--- config.mk ---
export PLATFORM = sky130hd
export DESIGN_NAME = atpc_top
export DESIGN_NICKNAME = d
export VERILOG_FILES = /design/src/rtl/atpc_pkg.sv /design/src/rtl/atpc_sync.sv /design/src/rtl/atpc_fifo.sv /design/src/rtl/atpc_top.sv
export SDC_FILE = /design/constraint.sdc
export NUM_CORES = 1
export LEC_CHECK = 0
export BUFFER_PORTS_ARGS = -buffer_cell sky130_fd_sc_hd__buf_4
export CORE_MARGIN = 3
export CORE_UTILIZATION = 35
export CTS_CLUSTER_DIAMETER = 50
export DETAILED_ROUTE_END_ITERATION = 16
export GPL_TIMING_DRIVEN = 1
export REMOVE_ABC_BUFFERS = 1
export SLEW_MARGIN = 20
export SYNTH_ARGS = -nofsm -noshare
export SYNTH_HDL_FRONTEND = slang
export SYNTH_SLANG_ARGS = --single-unit
--- constraint.sdc ---
create_clock -name core_clk -period 4.35 [get_ports core_clk]
set_input_delay 0.87 -clock core_clk [delete_from_list [all_inputs] [get_ports core_clk]]
set_output_delay 0.87 -clock core_clk [all_outputs]
set_load 0.02 [all_outputs]
--- src/rtl/atpc_pkg.sv ---
// Purpose: Shared constants and types for the converter trigger and pacing block.
// Assumes: One 10 MHz core clock.
// Notes: Counts and reset values live here.
`default_nettype none
package atpc_pkg;
    // ----------------------------------------
    // Timing
    // ----------------------------------------
    localparam int ATPC_CLK_NS = 100;
    localparam int ATPC_CONV_NS = 10000;
    localparam int ATPC_CONV_CYCLES = (ATPC_CONV_NS + ATPC_CLK_NS - 1) / ATPC_CLK_NS;
    localparam int ATPC_WAIT_CYCLES = 2;
    localparam int ATPC_FIFO_DEPTH = 16;
    localparam int ATPC_DATA_W = 16;
    localparam int ATPC_CNT_W = 16;
    localparam int ATPC_MAX_SCAN = 16;
    localparam logic [ATPC_CNT_W-1:0] ATPC_DIV_RESET = 16'h0002;
    // ----------------------------------------
    // Types
    // ----------------------------------------
    typedef enum logic [1:0] {
        ATPC_TRIG_EDGE_POS,
        ATPC_TRIG_EDGE_NEG,
        ATPC_TRIG_LEVEL_POS,
        ATPC_TRIG_LEVEL_NEG
    } atpc_trig_t;
    typedef enum logic [1:0] {
        ATPC_XFER_SINGLE,
        ATPC_XFER_SYNC,
        ATPC_XFER_IRQ,
        ATPC_XFER_DMA
    } atpc_xfer_t;
endpackage
`default_nettype wire

--- src/rtl/atpc_sync.sv ---
// Purpose: Two-flop synchroniser for one external level.
// Assumes: Input may change at any time.
// Notes: The first flop is read only by the second.
`default_nettype none
module atpc_sync (
    // Clock and reset
    input wire logic core_clk,
    input wire logic rst_n,
    // Level
    input wire logic async_in,
    output logic sync_out
);
    logic meta;

    always_ff @(posedge core_clk or negedge rst_n) begin
        if (!rst_n) begin
            meta <= 1'b1;
            sync_out <= 1'b1;
        end else begin
            meta <= async_in;
            sync_out <= meta;
        end
    end
endmodule
`default_nettype wire

--- src/rtl/atpc_fifo.sv ---
// Purpose: Sample FIFO between the converter and the host transfer logic.
// Assumes: Single clock, valid and ready on both sides.
// Notes: Depth must be a power of two.
`default_nettype none
module atpc_fifo #(
    parameter int WIDTH = 16,
    parameter int DEPTH = 16
) (
    // Clock and reset
    input wire logic core_clk,
    input wire logic rst_n,
    // Fill side
    input wire logic in_valid,
    output logic in_ready,
    input wire logic [WIDTH-1:0] in_data,
    // Drain side
    output logic out_valid,
    input wire logic out_ready,
    output logic [WIDTH-1:0] out_data,
    // Status
    output logic empty,
    output logic full
);
    localparam int AW = $clog2(DEPTH);
    logic [WIDTH-1:0] mem [DEPTH];
    logic [AW:0] wr_ptr;
    logic [AW:0] rd_ptr;
    logic do_wr;
    logic do_rd;

    if (DEPTH < 2 || (DEPTH & (DEPTH - 1)) != 0) begin : g_bad_depth
        $error("FIFO depth must be a power of two of at least 2.");
    end

    assign empty = (wr_ptr == rd_ptr);
    assign full = (wr_ptr[AW-1:0] == rd_ptr[AW-1:0]) && (wr_ptr[AW] != rd_ptr[AW]);
    assign in_ready = !full;
    assign out_valid = !empty;
    assign out_data = mem[rd_ptr[AW-1:0]];
    assign do_wr = in_valid && !full;
    assign do_rd = out_ready && !empty;

    always_ff @(posedge core_clk) begin
        if (do_wr) begin
            mem[wr_ptr[AW-1:0]] <= in_data;
        end
    end

    always_ff @(posedge core_clk or negedge rst_n) begin
        if (!rst_n) begin
            wr_ptr <= '0;
            rd_ptr <= '0;
        end else begin
            if (do_wr) begin
                wr_ptr <= wr_ptr + 1'b1;
            end
            if (do_rd) begin
                rd_ptr <= rd_ptr + 1'b1;
            end
        end
    end
endmodule
`default_nettype wire

--- src/rtl/atpc_top.sv ---
// Purpose: Starts and paces conversions and hands samples to the host.
// Assumes: All pins synchronous to core_clk except the external inputs, which are synchronised.
// Notes: The free counter is kept outside; the wait-state switch is a plain port.
// Functional notes
// - Software selects the active polarity of the external trigger.
// - Internal trigger starts the run immediately on enable; conversions then follow the pacer.
// - Positive-edge mode starts on a rising trigger edge.
// - Negative-edge mode starts on a falling trigger edge.
// - Positive-level mode starts while the trigger is high.
// - Negative-level mode starts while the trigger is low.
// - Single mode takes exactly one sample and reports busy until done.
// - Synchronous mode takes a counted run and reports busy until done.
// - Interrupt mode raises a selectable host interrupt when data is ready.
// - DMA mode issues requests on channel 1 or 3, held while data waits until acknowledged.
// - Pacer is counters 1 and 2 chained, one clocking the other.
// - Counter 0 stays free for user functions.
// - With gating on, pacer pulses pass only while the gate line is high; others are dropped.
// - External pacer clock line is not a general input then.
// - Trigger and counter-0 gate lines are dedicated when the external trigger is used.
// - With analog input off, the pacer raises interrupts for other I/O.
// - A switch inserts wait states on 8-bit host cycles.
// - Paced mode does one conversion per pacer pulse.
// - Burst mode scans one to sixteen channels per pacer pulse.
`default_nettype none
module atpc_top
    import atpc_pkg::*;
#(
    parameter int DATA_W = atpc_pkg::ATPC_DATA_W,
    parameter int FIFO_DEPTH = atpc_pkg::ATPC_FIFO_DEPTH
) (
    // Clock and reset
    input wire logic core_clk,
    input wire logic rst_n,
    // External pins
    input wire logic [3:0] general_digital_inputs,
    output logic [3:0] general_digital_inputs_read,
    // Control
    input wire logic ai_enable,
    input wire logic trig_external,
    input wire atpc_pkg::atpc_trig_t trig_type,
    input wire logic trig_invert,
    input wire atpc_pkg::atpc_xfer_t xfer_mode,
    input wire logic [15:0] sample_count,
    input wire logic burst_mode,
    input wire logic [3:0] burst_last_chan,
    input wire logic [15:0] burst_div,
    input wire logic pacer_external,
    input wire logic gate_enable,
    input wire logic [15:0] pacer_div1,
    input wire logic [15:0] pacer_div2,
    input wire logic irq_sel,
    input wire logic dma_chan3,
    input wire logic wait_enable,
    // Host bus cycle
    input wire logic bus_cycle_8bit,
    output logic bus_wait,
    // Converter
    output logic conv_start,
    output logic [3:0] conv_chan,
    input wire logic conv_done,
    input wire logic [DATA_W-1:0] conv_data,
    // Host side
    output logic busy,
    output logic triggered,
    output logic [1:0] irq_lines,
    output logic dma_req1,
    output logic dma_req3,
    input wire logic dma_ack,
    input wire logic host_read,
    output logic [DATA_W-1:0] host_data,
    output logic host_data_valid,
    output logic overrun,
    output logic pacer_tick
);
    import atpc_pkg::*;

    if (DATA_W < 1 || FIFO_DEPTH < 2) begin : g_bad_cfg
        $error("Unsupported width or depth.");
    end

    // ----------------------------------------
    // Input synchronisers
    // ----------------------------------------
    logic [3:0] din_s;
    genvar gi;
    generate
        for (gi = 0; gi < 4; gi++) begin : g_sync
            atpc_sync u_sync (
                .core_clk(core_clk),
                .rst_n(rst_n),
                .async_in(general_digital_inputs[gi]),
                .sync_out(din_s[gi])
            );
        end
    endgenerate
    logic pacer_clock_gate_input;
    logic external_trigger_input;
    logic counter_zero_gate_input;
    assign pacer_clock_gate_input = din_s[0];
    assign external_trigger_input = din_s[1];
    assign counter_zero_gate_input = din_s[2];
    // Dedicated lines read as high, the idle pull-up level, when claimed.
    assign general_digital_inputs_read = {din_s[3],
        counter_zero_gate_input | trig_external,
        external_trigger_input | trig_external,
        pacer_clock_gate_input | pacer_external | gate_enable};

    logic trig_d;
    logic pclk_d;
    always_ff @(posedge core_clk or negedge rst_n) begin
        if (!rst_n) begin
            trig_d <= 1'b1;
            pclk_d <= 1'b1;
        end else begin
            trig_d <= external_trigger_input;
            pclk_d <= pacer_clock_gate_input;
        end
    end

    // ----------------------------------------
    // Pacer: two chained dividers
    // ----------------------------------------
    // Counter 0 is not built here; it stays with the user timer outside.
    logic [15:0] cnt1;
    logic [15:0] cnt2;
    logic out1;
    logic int_tick;
    assign out1 = (cnt1 == 16'h0001);
    always_ff @(posedge core_clk or negedge rst_n) begin
        if (!rst_n) begin
            cnt1 <= ATPC_DIV_RESET;
            cnt2 <= ATPC_DIV_RESET;
            int_tick <= 1'b0;
        end else begin
            int_tick <= 1'b0;
            cnt1 <= out1 ? pacer_div1 : cnt1 - 16'h0001;
            if (out1) begin
                if (cnt2 <= 16'h0001) begin
                    cnt2 <= pacer_div2;
                    int_tick <= 1'b1;
                end else begin
                    cnt2 <= cnt2 - 16'h0001;
                end
            end
        end
    end
    logic ext_tick;
    logic raw_tick;
    assign ext_tick = pacer_clock_gate_input && !pclk_d;
    assign raw_tick = pacer_external ? ext_tick : int_tick;
    assign pacer_tick = raw_tick && (!gate_enable || pacer_clock_gate_input);

    // ----------------------------------------
    // Trigger detection
    // ----------------------------------------
    logic trig_now;
    logic tv;
    logic tv_d;
    assign tv = external_trigger_input ^ trig_invert;
    assign tv_d = trig_d ^ trig_invert;
    always_comb begin
        case (trig_type)
            ATPC_TRIG_EDGE_POS: trig_now = tv && !tv_d;
            ATPC_TRIG_EDGE_NEG: trig_now = !tv && tv_d;
            ATPC_TRIG_LEVEL_POS: trig_now = tv;
            default: trig_now = !tv;
        endcase
    end

    // ----------------------------------------
    // Acquisition control
    // ----------------------------------------
    typedef enum logic [1:0] {ST_IDLE, ST_ARMED, ST_RUN, ST_DONE} atpc_state_t;
    atpc_state_t state;
    logic [15:0] left;
    logic [3:0] chan;
    logic [15:0] bcnt;
    logic scanning;
    logic conv_busy;
    logic fifo_in_ready;
    logic fifo_out_valid;
    logic fifo_empty;
    logic start_ok;
    logic burst_tick;
    assign burst_tick = (bcnt == 16'h0001);
    assign start_ok = !conv_busy && fifo_in_ready && (state == ST_RUN) && (left != 16'h0000)
        && (burst_mode ? (scanning && burst_tick) : pacer_tick);

    always_ff @(posedge core_clk or negedge rst_n) begin
        if (!rst_n) begin
            state <= ST_IDLE;
            triggered <= 1'b0;
        end else begin
            case (state)
                ST_IDLE: if (ai_enable) state <= ST_ARMED;
                ST_ARMED: begin
                    if (!ai_enable) begin
                        state <= ST_IDLE;
                    end else if (!trig_external || trig_now) begin
                        state <= ST_RUN;
                        triggered <= 1'b1;
                    end
                end
                ST_RUN: begin
                    if (!ai_enable) begin
                        state <= ST_IDLE;
                        triggered <= 1'b0;
                    end else if (left == 16'h0000 && !conv_busy) begin
                        state <= ST_DONE;
                    end
                end
                default: if (!ai_enable) begin
                    state <= ST_IDLE;
                    triggered <= 1'b0;
                end
            endcase
        end
    end

    always_ff @(posedge core_clk or negedge rst_n) begin
        if (!rst_n) begin
            left <= 16'h0000;
            chan <= 4'h0;
            scanning <= 1'b0;
            bcnt <= 16'h0001;
            conv_start <= 1'b0;
            conv_busy <= 1'b0;
        end else begin
            conv_start <= start_ok;
            if (state == ST_ARMED) begin
                left <= (xfer_mode == ATPC_XFER_SINGLE) ? 16'h0001 : sample_count;
                chan <= 4'h0;
                scanning <= 1'b0;
            end
            if (burst_mode && pacer_tick && !scanning && state == ST_RUN) begin
                scanning <= 1'b1;
                chan <= 4'h0;
            end
            bcnt <= (burst_tick || !scanning) ? burst_div : bcnt - 16'h0001;
            if (start_ok) begin
                conv_busy <= 1'b1;
                left <= left - 16'h0001;
            end else if (conv_done) begin
                conv_busy <= 1'b0;
                if (burst_mode && chan == burst_last_chan) begin
                    scanning <= 1'b0;
                    chan <= 4'h0;
                end else begin
                    chan <= chan + 4'h1;
                end
            end
        end
    end
    assign conv_chan = chan;
    assign busy = (state == ST_RUN) || (state == ST_ARMED);

    // ----------------------------------------
    // Sample buffer and host transfer
    // ----------------------------------------
    logic drain;
    logic dma_pend;
    always_ff @(posedge core_clk or negedge rst_n) begin
        if (!rst_n) begin
            overrun <= 1'b0;
        end else if (conv_done && !fifo_in_ready) begin
            overrun <= 1'b1;
        end else if (!ai_enable) begin
            overrun <= 1'b0;
        end
    end
    assign drain = (xfer_mode == ATPC_XFER_DMA) ? (dma_ack && fifo_out_valid) : host_read;

    atpc_fifo #(.WIDTH(DATA_W), .DEPTH(FIFO_DEPTH)) u_fifo (
        .core_clk(core_clk),
        .rst_n(rst_n),
        .in_valid(conv_done),
        .in_ready(fifo_in_ready),
        .in_data(conv_data),
        .out_valid(fifo_out_valid),
        .out_ready(drain),
        .out_data(host_data),
        .empty(fifo_empty),
        .full()
    );
    assign host_data_valid = fifo_out_valid;

    always_ff @(posedge core_clk or negedge rst_n) begin
        if (!rst_n) begin
            irq_lines <= 2'b00;
            dma_pend <= 1'b0;
        end else begin
            // Level interrupt: holds while data waits, or pulses per pacer tick when idle.
            irq_lines <= 2'b00;
            if ((xfer_mode == ATPC_XFER_IRQ && !fifo_empty) || (!ai_enable && int_tick)) begin
                irq_lines[irq_sel] <= 1'b1;
            end
            dma_pend <= (xfer_mode == ATPC_XFER_DMA) && !fifo_empty && !dma_ack;
        end
    end
    // One request per word; dropped for the cycle after the acknowledge.
    assign dma_req1 = dma_pend && !dma_chan3;
    assign dma_req3 = dma_pend && dma_chan3;

    // ----------------------------------------
    // Wait states
    // ----------------------------------------
    logic [1:0] wcnt;
    always_ff @(posedge core_clk or negedge rst_n) begin
        if (!rst_n) begin
            wcnt <= 2'b00;
        end else if (bus_cycle_8bit && wait_enable && wcnt == 2'b00) begin
            wcnt <= 2'(ATPC_WAIT_CYCLES);
        end else if (wcnt != 2'b00) begin
            wcnt <= wcnt - 2'b01;
        end
    end
    assign bus_wait = (wcnt > 2'b01);
endmodule
`default_nettype wire

==> results.sh <==
export IMPL_dp_hpwl_um=20800
export IMPL_dr_pass1_iters=4
export IMPL_synthTopCellsByArea="edfxtp_1 51%, dfrtp_1 15%, mux4_2 12%"
export IMPL_dieWidth_um=214
export IMPL_rsz0062_at_grt="no"
export IMPL_cts_buffer_depth=3
export IMPL_path_cells="buf_4, mux4_2, mux4_2, buf_4"
export IMPL_ys_top_cells_by_count="256 x edfxtp_1, 88 x dfrtp_1, 80 x mux4_2"
export IMPL_ant_nets=0
export IMPL_finalMaxSlewViolations=0
export IMPL_synth_most_common_cell="edfxtp_1"
export IMPL_setup_slack_ps=580
export IMPL_synth_main_ff_cell="edfxtp_1"
export IMPL_place_ws_ps=775
export IMPL_gp_congestion=0.806
export IMPL_pin_count=142
export IMPL_synthCells=955
export IMPL_post_drt_wl_per_cell_um=19.4
export IMPL_synth_top_cell_area_share_pct=50.7
export IMPL_internal_power_mw=7.85
export IMPL_netSwitchingFraction_pct=30.6
export IMPL_clk_pin_slew_ps=50
export IMPL_synth_top_family_by_area="multiplexers"
export IMPL_worst_hold_startpoint="g_sync[1].u_sync.meta$_DFF_PN1_"
export IMPL_cp_data_arrival_time_ps=2900
export IMPL_n_fill_cell=3841
export IMPL_crit_type="flip-flop to primary output"
export IMPL_seq_area_mm2=0.0102
export IMPL_setup_worst_path_start="u_fifo.rd_ptr[0]$_DFFE_PN0P_"
export IMPL_worst_pin_slew_ps=920
export IMPL_grt_pass1_wl_um=52900
export IMPL_wl_um=33800
export IMPL_crit_slowest_cell="dfrtp_4"
export IMPL_clock_fmax_ghz=0.265
export IMPL_ys_warn_count=0
export IMPL_grt_max_degree=70
export IMPL_yosys_area_top_type="edfxtp_1"
export IMPL_end_kind="primary output"
export IMPL_fin_tns_setup_ps=0
export IMPL_ys_ff_latch=357
export IMPL_clock_sinks=357
export IMPL_ys_types=63
export IMPL_critical_path_max_stage_delay_ps=760
export IMPL_grt_pass1_vias=9052
export IMPL_synth_edf_count=256
export IMPL_cts_resized_gates=0
export IMPL_finish_utilization_pct=43.6
export IMPL_ir_drop_v=0.000354
export IMPL_core_area_mm2=0.0424
export IMPL_synth_compound_area_share_pct=5.26
export IMPL_fin_crit_sh_pct=86.7
export IMPL_synth_area_per_cell_um2=15.9
export IMPL_multi_input_area_mm2=0.00469
export IMPL_synth_area_mm2=0.0152
export IMPL_cts_tree="done"
export IMPL_start_util_pct=35.8
export IMPL_area_growth_pct=21.8
export IMPL_seq_area_frac_synth_pct=67.4
export IMPL_setup_violations=0
export IMPL_maxCapViolations=0
export IMPL_vias_per_cell=5.06
export IMPL_n_antenna_cell=0
export IMPL_clock_latency_ps=560
export IMPL_cp_num_buf_inv=2
export IMPL_synth_fa_ha_area_share_pct=1.65
export IMPL_min_path_type="flip-flop to flip-flop"
export IMPL_power_density_mw_per_mm2=613
export IMPL_power_frac_comb_pct=29.2
export IMPL_drc=0
export IMPL_rows=75
export IMPL_leakage_nw=6.63
export IMPL_cts_inserted_buffers=43
export IMPL_crit_fanout=25
export IMPL_synth_simple_gate_area_share_pct=8.36
export IMPL_htree_levels=2
export IMPL_postCtsHoldBufs=0
export IMPL_port_buffers=141
export IMPL_synth_xor_area_share_pct=2.37
export IMPL_slew_headroom_pct=38.6
export IMPL_critPathLaunchType="flip-flop"
export IMPL_final_cell_area_mm2=0.0185
export IMPL_fp_dieH_um=214
export IMPL_die_area_mm2=0.0459
export IMPL_drive_above_1_share_pct=29.6
export IMPL_dpl_instance_area_mm2=0.0171
export IMPL_finClkSkew_ps=17.7
export IMPL_post_cts_buffers=0
export IMPL_nNetsFinal=1256
export IMPL_async_flop_share_pct=28.3
export IMPL_power_frac_seq_pct=39.8
export IMPL_clock_root_buffer="clkbuf_16"
export IMPL_groute_usage_overall_pct=14.7
export IMPL_hold_violations=0
export IMPL_synth_mux_area_share_pct=13.1
export IMPL_p_switching_mw=3.47
export IMPL_gr_total_overflow=0
export IMPL_vias=8812
export IMPL_post_route_min_period_ps=3770
export IMPL_crit_family="multiplexers"
export IMPL_crit_required_ps=3480
export IMPL_antenna_found_initial=1
export IMPL_power_frac_clock_pct=31.0
export IMPL_reg2reg_from="u_fifo.rd_ptr[0]$_DFFE_PN0P_"
export IMPL_drt_iter0_markers=674
export IMPL_status="finished clean"
==> worst register-to-register path: cells and delay by family (launching register included) <==
family / cells / cell delay, ps
AO/OA/AOI/OAI: 2 / 400
XOR/XNOR: 1 / 140
buffers and inverters: 3 / 1080
flip-flops: 1 / 760
AND/OR/NAND/NOR: 3 / 1060
==> metal layers <==
layer / vias up / global-route usage, % / share of wire, %
met3: 47 / 3.78 / 6.5
met5: - / 0 / 0.038
met4: 2 / 3.24 / 1.5
li1: 4068 / - / -
met2: 217 / 23.8 / 48
met1: 4478 / 20.0 / 44
==> sequential cells by signal, summed over array words and instances (netlist names) <==
name	flops
u_fifo.mem	256
cnt1	16
int_tick	1
bcnt	16
pclk_d	1
cnt2	16
overrun	1
conv_start	1
conv_busy	1
dma_pend	1
scanning	1
left	16
u_fifo.rd_ptr	5
triggered	1
g_sync.u_sync.meta	4
g_sync.u_sync.sync_out	4
trig_d	1
state	2
u_fifo.wr_ptr	5
conv_chan	4
wcnt	2
irq_lines	2
==> cells in the final DEF (no fill, tap or decap), types with 13 or more instances in the layout <==
master	netlist	routed
edfxtp_1	256	256
buf_4	2	167
dfrtp_1	88	86
mux4_2	80	80
nand2_1	72	72
o21ai_0	54	54
clkbuf_16	0	44
nor2_1	40	40
nor3_1	29	29
inv_1	28	28
xnor2_1	27	27
a21oi_1	20	20
ha_1	20	20
mux2i_1	15	15
and2_1	15	15
xor2_1	14	14
clkinv_1	1	14
dfstp_2	13	13
==> kinds of logic after synthesis <==
| group | count (synthesis) |
|---|---|
| buf+inv | 69 |
| xor+xnor | 41 |
| flops | 357 |
| mux | 98 |
| simple gates | 246 |
| fa+ha+maj | 20 |
| compound gates | 124 |
==> path summary, 6_finish.rpt <==
path | slack (ps) | cells past startpoint | to
worst max register to register | 850 | 9 | left[7]$_DFFE_PN0P_
min in group asynchronous | 440 | 1 | left[8]$_DFFE_PN0P_
worst min register to register | 350 | 0 | g_sync[1].u_sync.sync_out$_DFF_PN1_
worst min-delay path | 350 | 0 | g_sync[1].u_sync.sync_out$_DFF_PN1_
worst max-delay path | 580 | 4 | host_data[7]
max in group asynchronous | 3030 | 2 | cnt2[1]$_DFFE_PN1P_
==> cell type report <==
cell class | count | area share (%)
Tap cell | 577 | 3.91
Timing Repair Buffer | 169 | 7.00
Inverter | 29 | 0.589
Clock inverter | 30 | 1.58
Clock buffer | 50 | 6.13
Multi-Input combinational cell | 529 | 25.4
Sequential cell | 357 | 55.4
==> through the flow <==
stage	hold WS [ps]	std cells	power [mW]
after floorplan	345	915	6.77
after global placement	346	1661	7.91
after detailed placement	347	1661	7.95
after CTS	355	1741	11.5
after global routing	359	1741	11.9
final	354	1741	11.3
==> power by group through the flow <==
stage / sequential, mW / clock [mW] / combinational (mW)
after floorplan: 4.72 / 0 / 2.05
after global placement: 4.56 / 0 / 3.35
final: 4.51 / 3.51 / 3.31
after CTS: 4.51 / 3.62 / 3.39
after detailed placement: 4.57 / 0 / 3.38
after global routing: 4.57 / 3.76 / 3.59
Note: power is estimated with default switching activity, not from simulation.
